## src/verilog/iop_pkg.sv

```systemverilog
// package: register map, reset values, widths and pin carriers of the i/o port block
package iop_pkg;
    // port widths
    localparam int P0_W = 4;
    localparam int P1_W = 8;
    localparam int P2_W = 3;
    // apb byte offsets
    localparam logic [7:0] OFF_P0_DIR = 8'h00;
    localparam logic [7:0] OFF_P0_LAT = 8'h04;
    localparam logic [7:0] OFF_P0_ODS = 8'h08;
    localparam logic [7:0] OFF_P0_PIN = 8'h0c;
    localparam logic [7:0] OFF_P1_DIR = 8'h10;
    localparam logic [7:0] OFF_P1_LAT = 8'h14;
    localparam logic [7:0] OFF_P1_PIN = 8'h18;
    localparam logic [7:0] OFF_P2_LAT = 8'h1c;
    localparam logic [7:0] OFF_P2_PIN = 8'h20;
    localparam logic [7:0] OFF_SYSCTL = 8'h24;
    localparam logic [7:0] OFF_P2_EDGE = 8'h28;
    // field positions
    localparam int SYSCTL_STOP_OE_BIT = 0;
    // reset values
    localparam logic [P0_W-1:0] P0_DIR_RST = 4'h0;
    localparam logic [P0_W-1:0] P0_LAT_RST = 4'h0;
    localparam logic [P0_W-1:0] P0_ODS_RST = 4'h0;
    localparam logic [P1_W-1:0] P1_DIR_RST = 8'h00;
    localparam logic [P1_W-1:0] P1_LAT_RST = 8'h00;
    localparam logic [P2_W-1:0] P2_LAT_RST = 3'h7;
    localparam logic SYSCTL_STOP_OE_RST = 1'b0;
    localparam logic [P2_W-1:0] P2_EDGE_RST = 3'h0;

    // levels seen on the pins
    typedef struct packed {
        logic [P0_W-1:0] p0;
        logic [P1_W-1:0] p1;
        logic [P2_W-1:0] p2;
    } iop_pin_in_s;

    // drive value and output enable of every pin
    typedef struct packed {
        logic [P0_W-1:0] p0_out;
        logic [P0_W-1:0] p0_oe;
        logic [P1_W-1:0] p1_out;
        logic [P1_W-1:0] p1_oe;
        logic [P2_W-1:0] p2_out;
        logic [P2_W-1:0] p2_oe;
    } iop_pin_out_s;
endpackage

```

## src/verilog/iop_ports.sv

```systemverilog
// i/o ports 0, 1 and 2 with apb register access
//
// Function
// - output latch holds value until rewritten
// - pins sampled in sample state
// - latch written in write state
// - oscillator failure reset floats every pin
// - rmw reads latch, others read pins; here the pin view of a tri-state output pin reads its latch
// - port0 four pins, direction resets input
// - port0 latch resets to zero
// - port0 open-drain select, resets tri-state
// - tri-state: input floats, output drives latch
// - open-drain: latch low drives, high floats
// - open-drain rmw reads latch, others pins
// - port1 eight pins, direction resets input
// - port1 latch resets to zero
// - port2 three pins, latch resets one
// - port2 bits seven to three undefined
// - port2 rmw reads latch, others pins
// - port2 floats in stop mode always
// - port2 falling edge sets interrupt latch
//
// Chosen here: register access over APB and the register offsets.
`timescale 1ns/1ps
module iop_ports
(
    // clock and reset
    input wire logic pclk,
    input wire logic presetn,
    // apb slave
    input wire logic psel,
    input wire logic penable,
    input wire logic pwrite,
    input wire logic [7:0] paddr,
    input wire logic [31:0] pwdata,
    output logic [31:0] prdata,
    output logic pready,
    output logic pslverr,
    // system state, asynchronous to pclk
    input wire logic osc_failure_reset,
    input wire logic stop_mode,
    // pins
    input wire iop_pkg::iop_pin_in_s pin_in,
    output iop_pkg::iop_pin_out_s pin_out,
    // port 2 interrupt latches
    output logic [iop_pkg::P2_W-1:0] port2_edge_flag
);
    // whole state of the block
    typedef struct packed {
        iop_pkg::iop_pin_in_s pin_s1;              // first synchroniser stage
        iop_pkg::iop_pin_in_s pin_s2;              // second stage, safe to read
        logic [iop_pkg::P2_W-1:0] p2_prev;         // port 2 level one cycle ago
        logic ofr_s1;                              // oscillator failure, stage 1
        logic ofr_s2;                              // oscillator failure, stage 2
        logic stop_s1;                             // stop mode, stage 1
        logic stop_s2;                             // stop mode, stage 2
        logic [iop_pkg::P0_W-1:0] port0_direction;
        logic [iop_pkg::P0_W-1:0] port0_output_latch;
        logic [iop_pkg::P0_W-1:0] port0_opendrain_select;
        logic [iop_pkg::P1_W-1:0] port1_direction;
        logic [iop_pkg::P1_W-1:0] port1_output_latch;
        logic [iop_pkg::P2_W-1:0] port2_output_latch;
        logic stop_output_enable;                  // system_control_one bit
        logic [iop_pkg::P2_W-1:0] edge_flag;       // sticky falling-edge latches
        logic [31:0] rdata;                        // read data, captured at setup
        logic rerr;                                // setup address was unmapped
        iop_pkg::iop_pin_out_s pout;               // registered pin drive
    } iop_state_s;

    iop_state_s state_reg;
    iop_state_s state_next;

    // the helpers work on 8-bit words so every port shares them;
    // narrower ports pad with zero and drop the upper result bits
    // software view of a pin: driven tri-state output reads its latch, else the pin
    function automatic logic [7:0] iop_pin_view(input logic [7:0] ods, input logic [7:0] dir,
                                                input logic [7:0] lat, input logic [7:0] pin);
        iop_pin_view = (~ods & dir & lat) | ((ods | ~dir) & pin);
    endfunction

    // output enable of a pin: open-drain drives only a low latch
    function automatic logic [7:0] iop_oe(input logic [7:0] ods, input logic [7:0] dir,
                                          input logic [7:0] lat);
        iop_oe = (~ods & dir) | (ods & ~lat);
    endfunction

    // drive value: latch in tri-state, always low in open-drain
    function automatic logic [7:0] iop_drv(input logic [7:0] ods, input logic [7:0] lat);
        iop_drv = ~ods & lat;
    endfunction

    logic setup_ph;       // apb setup cycle, doubles as the sample state
    logic access_ph;      // apb access cycle, doubles as the write state
    logic wr_en;          // a write commits this edge
    logic [iop_pkg::P2_W-1:0] p2_fall;
    logic port01_off;     // ports 0 and 1 forced to float
    logic port2_off;      // port 2 forced to float
    logic [7:0] p0_oe8;
    logic [7:0] p0_drv8;
    logic [7:0] p1_oe8;
    logic [7:0] p1_drv8;
    logic [7:0] p2_oe8;
    logic [7:0] p0_view8;
    logic [7:0] p1_view8;

    assign setup_ph = psel & ~penable;
    assign access_ph = psel & penable;
    assign wr_en = access_ph & pwrite;
    // the edge is seen on the pin, so the device's own output pulse counts too
    assign p2_fall = state_reg.p2_prev & ~state_reg.pin_s2.p2;
    // stop mode floats ports 0 and 1 unless software keeps outputs on
    assign port01_off = state_reg.ofr_s2 | (state_reg.stop_s2 & ~state_reg.stop_output_enable);
    // port 2 pin 0 is the stop release input, so stop always floats port 2
    assign port2_off = state_reg.ofr_s2 | state_reg.stop_s2;

    // per-bit drive terms, each pin from its own bit only
    assign p0_oe8 = iop_oe({4'h0, state_reg.port0_opendrain_select},
                           {4'h0, state_reg.port0_direction},
                           {4'h0, state_reg.port0_output_latch});
    assign p0_drv8 = iop_drv({4'h0, state_reg.port0_opendrain_select},
                             {4'h0, state_reg.port0_output_latch});
    assign p1_oe8 = iop_oe(8'h00, state_reg.port1_direction,
                           state_reg.port1_output_latch);
    assign p1_drv8 = iop_drv(8'h00, state_reg.port1_output_latch);
    // port 2 behaves as open-drain: latch 1 leaves the pin free for input
    assign p2_oe8 = iop_oe(8'hff, 8'h00, {5'h00, state_reg.port2_output_latch});
    // normal reads: pin level except where a tri-state output reads its latch
    assign p0_view8 = iop_pin_view({4'h0, state_reg.port0_opendrain_select},
                                   {4'h0, state_reg.port0_direction},
                                   {4'h0, state_reg.port0_output_latch},
                                   {4'h0, state_reg.pin_s2.p0});
    assign p1_view8 = iop_pin_view(8'h00, state_reg.port1_direction,
                                   state_reg.port1_output_latch,
                                   state_reg.pin_s2.p1);

    // next state
    always_comb
    begin
        state_next = state_reg;
        // two-stage synchronisers for every asynchronous input
        state_next.pin_s1 = pin_in;
        state_next.pin_s2 = state_reg.pin_s1;
        state_next.ofr_s1 = osc_failure_reset;
        state_next.ofr_s2 = state_reg.ofr_s1;
        state_next.stop_s1 = stop_mode;
        state_next.stop_s2 = state_reg.stop_s1;
        state_next.p2_prev = state_reg.pin_s2.p2;
        // reads therefore see pin levels from two edges before the setup edge
        // setup cycle samples pins into read data; access cycle presents it
        if (setup_ph)
        begin
            state_next.rerr = 1'b0;
            case (paddr)
                iop_pkg::OFF_P0_DIR: state_next.rdata = {28'h0, state_reg.port0_direction};
                // latch offsets are the read-modify-write view
                iop_pkg::OFF_P0_LAT:
                    state_next.rdata = {28'h0, state_reg.port0_output_latch};
                iop_pkg::OFF_P0_ODS: state_next.rdata = {28'h0, state_reg.port0_opendrain_select};
                iop_pkg::OFF_P0_PIN: state_next.rdata = {24'h0, p0_view8};
                iop_pkg::OFF_P1_DIR: state_next.rdata = {24'h0, state_reg.port1_direction};
                iop_pkg::OFF_P1_LAT:
                    state_next.rdata = {24'h0, state_reg.port1_output_latch};
                iop_pkg::OFF_P1_PIN: state_next.rdata = {24'h0, p1_view8};
                // upper bits of port 2 carry nothing; they read as zero
                iop_pkg::OFF_P2_LAT:
                    state_next.rdata = {29'h0, state_reg.port2_output_latch};
                iop_pkg::OFF_P2_PIN:
                    state_next.rdata = {29'h0, state_reg.pin_s2.p2};
                iop_pkg::OFF_SYSCTL: state_next.rdata = {31'h0, state_reg.stop_output_enable};
                iop_pkg::OFF_P2_EDGE: state_next.rdata = {29'h0, state_reg.edge_flag};
                default:
                begin
                    // unmapped: zero data and an error in the access cycle
                    state_next.rdata = 32'h0;
                    state_next.rerr = 1'b1;
                end
            endcase
        end
        // writes take effect only at the access edge, otherwise latches hold
        // a write that meets a failure reset is lost, which is intended
        if (wr_en)
        begin
            case (paddr)
                iop_pkg::OFF_P0_DIR: state_next.port0_direction = pwdata[iop_pkg::P0_W-1:0];
                iop_pkg::OFF_P0_LAT:
                    state_next.port0_output_latch = pwdata[iop_pkg::P0_W-1:0];
                iop_pkg::OFF_P0_ODS: state_next.port0_opendrain_select = pwdata[iop_pkg::P0_W-1:0];
                iop_pkg::OFF_P1_DIR: state_next.port1_direction = pwdata[iop_pkg::P1_W-1:0];
                iop_pkg::OFF_P1_LAT:
                    state_next.port1_output_latch = pwdata[iop_pkg::P1_W-1:0];
                iop_pkg::OFF_P2_LAT:
                    state_next.port2_output_latch = pwdata[iop_pkg::P2_W-1:0];
                iop_pkg::OFF_SYSCTL:
                    state_next.stop_output_enable = pwdata[iop_pkg::SYSCTL_STOP_OE_BIT];
                default:
                begin
                    // pin views and unmapped offsets ignore writes
                end
            endcase
        end
        // interrupt latches: write one clears, a new edge in the same cycle wins
        // flags use the synchronised level, so pulses under one cycle may be missed
        if (wr_en && paddr == iop_pkg::OFF_P2_EDGE)
        begin
            state_next.edge_flag = (state_reg.edge_flag & ~pwdata[iop_pkg::P2_W-1:0])
                | p2_fall;
        end
        else
        begin
            state_next.edge_flag = state_reg.edge_flag | p2_fall;
        end
        // the failure flag is synchronised, so a glitch under one cycle is lost
        // oscillator failure holds the configuration at its reset values
        if (state_reg.ofr_s2)
        begin
            state_next.port0_direction = iop_pkg::P0_DIR_RST;
            state_next.port0_output_latch = iop_pkg::P0_LAT_RST;
            state_next.port0_opendrain_select = iop_pkg::P0_ODS_RST;
            state_next.port1_direction = iop_pkg::P1_DIR_RST;
            state_next.port1_output_latch = iop_pkg::P1_LAT_RST;
            state_next.port2_output_latch = iop_pkg::P2_LAT_RST;
            state_next.stop_output_enable = iop_pkg::SYSCTL_STOP_OE_RST;
        end
        // registering the drive costs a cycle but keeps decode glitches off the pins
        // registered pin drive; forcing terms override the mode logic
        state_next.pout.p0_out = p0_drv8[iop_pkg::P0_W-1:0];
        state_next.pout.p0_oe = port01_off ? 4'h0 : p0_oe8[iop_pkg::P0_W-1:0];
        state_next.pout.p1_out = p1_drv8;
        state_next.pout.p1_oe = port01_off ? 8'h00 : p1_oe8;
        state_next.pout.p2_out = 3'h0;
        state_next.pout.p2_oe = port2_off ? 3'h0 : p2_oe8[iop_pkg::P2_W-1:0];
    end

    // state register; reset loads constants only
    always_ff @(posedge pclk or negedge presetn)
    begin
        if (!presetn)
        begin
            state_reg <= '0;
            state_reg.port0_direction <= iop_pkg::P0_DIR_RST;
            state_reg.port0_output_latch <= iop_pkg::P0_LAT_RST;
            state_reg.port0_opendrain_select <= iop_pkg::P0_ODS_RST;
            state_reg.port1_direction <= iop_pkg::P1_DIR_RST;
            state_reg.port1_output_latch <= iop_pkg::P1_LAT_RST;
            state_reg.port2_output_latch <= iop_pkg::P2_LAT_RST;
            state_reg.stop_output_enable <= iop_pkg::SYSCTL_STOP_OE_RST;
            state_reg.edge_flag <= iop_pkg::P2_EDGE_RST;
            // port 2 idles high so no false edge is seen after reset
            state_reg.pin_s1.p2 <= 3'h7;
            state_reg.pin_s2.p2 <= 3'h7;
            state_reg.p2_prev <= 3'h7;
        end
        else
        begin
            state_reg <= state_next;
        end
    end

    // outputs
    assign prdata = state_reg.rdata;
    // every transfer is exactly one setup and one access cycle
    assign pready = 1'b1;                           // zero wait states
    assign pslverr = access_ph & state_reg.rerr;
    assign pin_out = state_reg.pout;
    assign port2_edge_flag = state_reg.edge_flag;
endmodule

```

## config.mk

```make
export PLATFORM = sky130hd
export DESIGN_NAME = iop_ports
export DESIGN_NICKNAME = d
export VERILOG_FILES = /design/src/verilog/iop_pkg.sv /design/src/verilog/iop_ports.sv
export SDC_FILE = /design/constraint.sdc
export NUM_CORES = 1
export LEC_CHECK = 0
export BUFFER_PORTS_ARGS = -buffer_cell sky130_fd_sc_hd__clkbuf_2
export CAP_MARGIN = 30
export CORE_MARGIN = 3
export CORE_UTILIZATION = 35
export CTS_CLUSTER_SIZE = 40
export DETAILED_ROUTE_END_ITERATION = 6
export GPL_TIMING_DRIVEN = 0
export PLACE_DENSITY = 0.62
export SETUP_SLACK_MARGIN = 0.05
export SYNTH_ARGS = -nofsm -noshare
export SYNTH_HDL_FRONTEND = slang
export SYNTH_SLANG_ARGS = --single-unit
```

## constraint.sdc

```tcl
create_clock -name pclk -period 1.5 [get_ports pclk]
set_input_delay 0.225 -clock pclk [delete_from_list [all_inputs] [get_ports pclk]]
set_output_delay 0.225 -clock pclk [all_outputs]
set_load 0.005 [all_outputs]
```

==> out/metrics.yaml <==
detailed_routing:
  first_pass_iters: 4
  num_vias: 3507
  drc: 0
  drtIter0Drc: 168
  ant_nets: 0
  totalWireLength_mm: 11.6
  viasPerCell: 4.63
  wire_per_inst_um: 15.4
global_route:
  grt_usage_pct: 16.1
  grt_pass1_vias: 3391
  overflow: 0
  grt_pass1_wl_mm: 18.3
  grt_max_degree: 109
  grt_antenna_before_repair: 0
synthesis:
  muxShareOfSynthArea_pct: 6.75
  synth-simple-area-share_pct: 14.3
  yosys_warnings: 0
  netlist_area_um2: 4800
  synth_cell_type_count: 49
  synthCells: 439
  synth_edf_count: 0
  synth_compound_area_share_pct: 9.49
  ys_ff_latch: 108
  seq_area_frac_synth_pct: 56.6
  avgSynthCellArea_um2: 10.9
  synth-main-ff-cell: "dfrtp_1"
  synth-xor-area-share_pct: 0
  synthArstFlopShare_pct: 100
  synth_top_family_by_area: "simple AND/OR/NAND/NOR gates"
  synthAdderAreaFrac_pct: 0
critical_path:
  cp_cell_sequence: "inv_1 > a2bb2oi_1 > nor4_1 > a2111oi_1 > o21ai_0"
  end_kind: "flip-flop"
  start_kind: "flip-flop"
  required_ns: 1.72
  startpoint: "p1_oe8[2]"
  rr_endpoint: "prdata[2]"
  r2r_cells: 5
  r2r_start: "p1_oe8[2]"
  arrival_ns: 1.65
  cp_slowest_cell: "dfrtp_1"
  crit_path_max_fanout: 3
  worst_path_largest_cell_delay_ns: 0.40
  path_class: "flip-flop to flip-flop"
  r2r_setup_slack_ns: 0.06
outcome:
  status: "complete, but fails checks"
  violations: "hold timing"
placement:
  place.gp.congestion: 0.893
  pre_cts_ws_ns: -0.682
  port_buffers: 75
  hpwlAfterDp_mm: 8.13
  dp_cells: 718
die:
  die_h_um: 123
  floorplan.rows: 42
  coreArea_um2: 13300
  ioPinCount: 129
  die_area_um2: 15200
  initial_core_util_pct: 36.0
  die_width_um: 123
layout:
  multiInputGateArea_um2: 1650
  antenna_cells: 0
  register_area_um2: 2720
  drive_above_1_share_pct: 35.8
  mostFrequentLayoutCell: "dfrtp_1"
  instances_no_fill: 757
  fin_nets: 638
  largest_reg_flops: 34
  area_growth_pct: 28.2
  mostFrequentLayoutCells: "dfrtp_1, clkbuf_2, buf_4, nor2_1, nand2_1"
  fill_cells: 1317
hold_path:
  holdCritPathClass: "input port to async pin"
sta:
  hold_viol: 22
  worst_slew_pin_slew_ns: 0.887
  period_share_pct: 95.9
  finalCriticalPeriod_ns: 1.44
  clock_skew_ns: 0.00694
  rsz0062_at_grt: "true"
  hold_ws_ns: -0.0792
  fin_tns_setup_ns: 0
  setup_ws_ns: 0.0618
  setup_viol: 0
  fmax_mhz: 695
  relSlewSlack_pct: 40.9
  report.final.slew_viol_count: 0
flow_run:
  cap_viol_max_count: 0
clocking:
  cts_sinks: 108
  cts_buffers: 9
  clock_latency_ns: 0.35
  cts_tree: "built"
  clockRootBuffer: "clkbuf_16"
  clkTransAtPathRegs_ns: 0.07
  cts_max_path_buffers: 2
  htreeDepth: 3
power:
  p_leak_nw: 2.96
  peakVddDrop_mv: 0.477
  power.density_nw_per_um2: 954
stage by stage:
stage                     area [µm²]  power (mW)  util [%]
final                           6150        5.87      46.1
after global routing            6150        6.12      46.1
after CTS                       6060        5.94      45.4
after detailed placement        5520        3.45      41.4
after global placement          5510        3.44      41.2
after floorplan                 4910        3.24         -
worst max-delay path: cells and delay by family, from the launching register on:
family	cells	cell delay, ns
flops	1	0.40
buf+inv	1	0.11
simple gates	1	0.06
compound gates	3	0.74
per-layer routing:
metal / track usage (%) / up-vias / wire [µm]
met1: 22.0 / 1708 / 5160
met3: 4.44 / 11 / 713
li1: - / 1682 / -
met4: 4.64 / 0 / 153
met5: 0 / - / 0
met2: 25.2 / 106 / 5600
cells by family after synthesis:
family	Yosys count
DFF	108
and+or+nand+nor	135
muxes	32
AOI/OAI and AO/OA	70
other	2
buffers and inverters	92
where the power goes:
group	total [mW]	internal [mW]	switching [mW]	leakage, nW
registers	3.00	2.98	0.0214	1.38
clock network	2.41	1.38	1.03	0.149
logic	0.456	0.190	0.266	1.43
layout make-up:
type                            instances  share of cell area (%)
Inverter                               12                   0.732
Multi-Input combinational cell        265                    26.7
Timing Repair Buffer                  100                    10.2
Buffer                                 80                    9.60
Tap cell                              176                    3.58
Sequential cell                       108                    44.2
Clock inverter                          4                   0.773
Clock buffer                           12                    4.17
worst max-delay path by stage:
stage                     cells past startpoint             to
after detailed placement                      6     p1_drv8[5]
after global placement                        1    pin_out[13]
after CTS                                     5      prdata[2]
final                                         5      prdata[2]
after floorplan                               6  state_reg[67]
after global routing                          5      prdata[2]
repair_timing:
item                                    4_1_cts  5_1_grt
resized for setup                            11       20
pin swaps                                     3        5
hold buffers                                 17        0
endpoints found under the setup margin       31       31
setup buffers                                 2        4
endpoints found under the hold margin        17        0
cloned                                        0        0
cell usage after synthesis (3+ instances only):
| cell type | n | area [µm²] |
|---|---|---|
| a211o_1 | 4 | 35.0 |
| a211oi_1 | 4 | 30.0 |
| a21oi_1 | 22 | 110 |
| a22o_1 | 4 | 35.0 |
| a31oi_1 | 6 | 37.5 |
| and2_1 | 7 | 43.8 |
| and3_1 | 3 | 18.8 |
| buf_1 | 3 | 11.3 |
| buf_2 | 5 | 25.0 |
| buf_4 | 66 | 495 |
| clkbuf_1 | 5 | 18.8 |
| dfrtp_1 | 96 | 2400 |
| dfstp_2 | 12 | 315 |
| inv_1 | 12 | 45.0 |
| mux2_2 | 3 | 33.8 |
| mux2i_1 | 29 | 290 |
| nand2_1 | 31 | 116 |
| nand2b_1 | 8 | 50.1 |
| nand3_1 | 16 | 80.1 |
| nand3b_1 | 3 | 22.5 |
| nor2_1 | 38 | 143 |
| nor2b_1 | 5 | 31.3 |
| nor3_1 | 6 | 30.0 |
| o21ai_0 | 14 | 70.1 |
| o22a_1 | 4 | 35.0 |
| or3_1 | 3 | 18.8 |
Power figures use the tool's default switching activity.
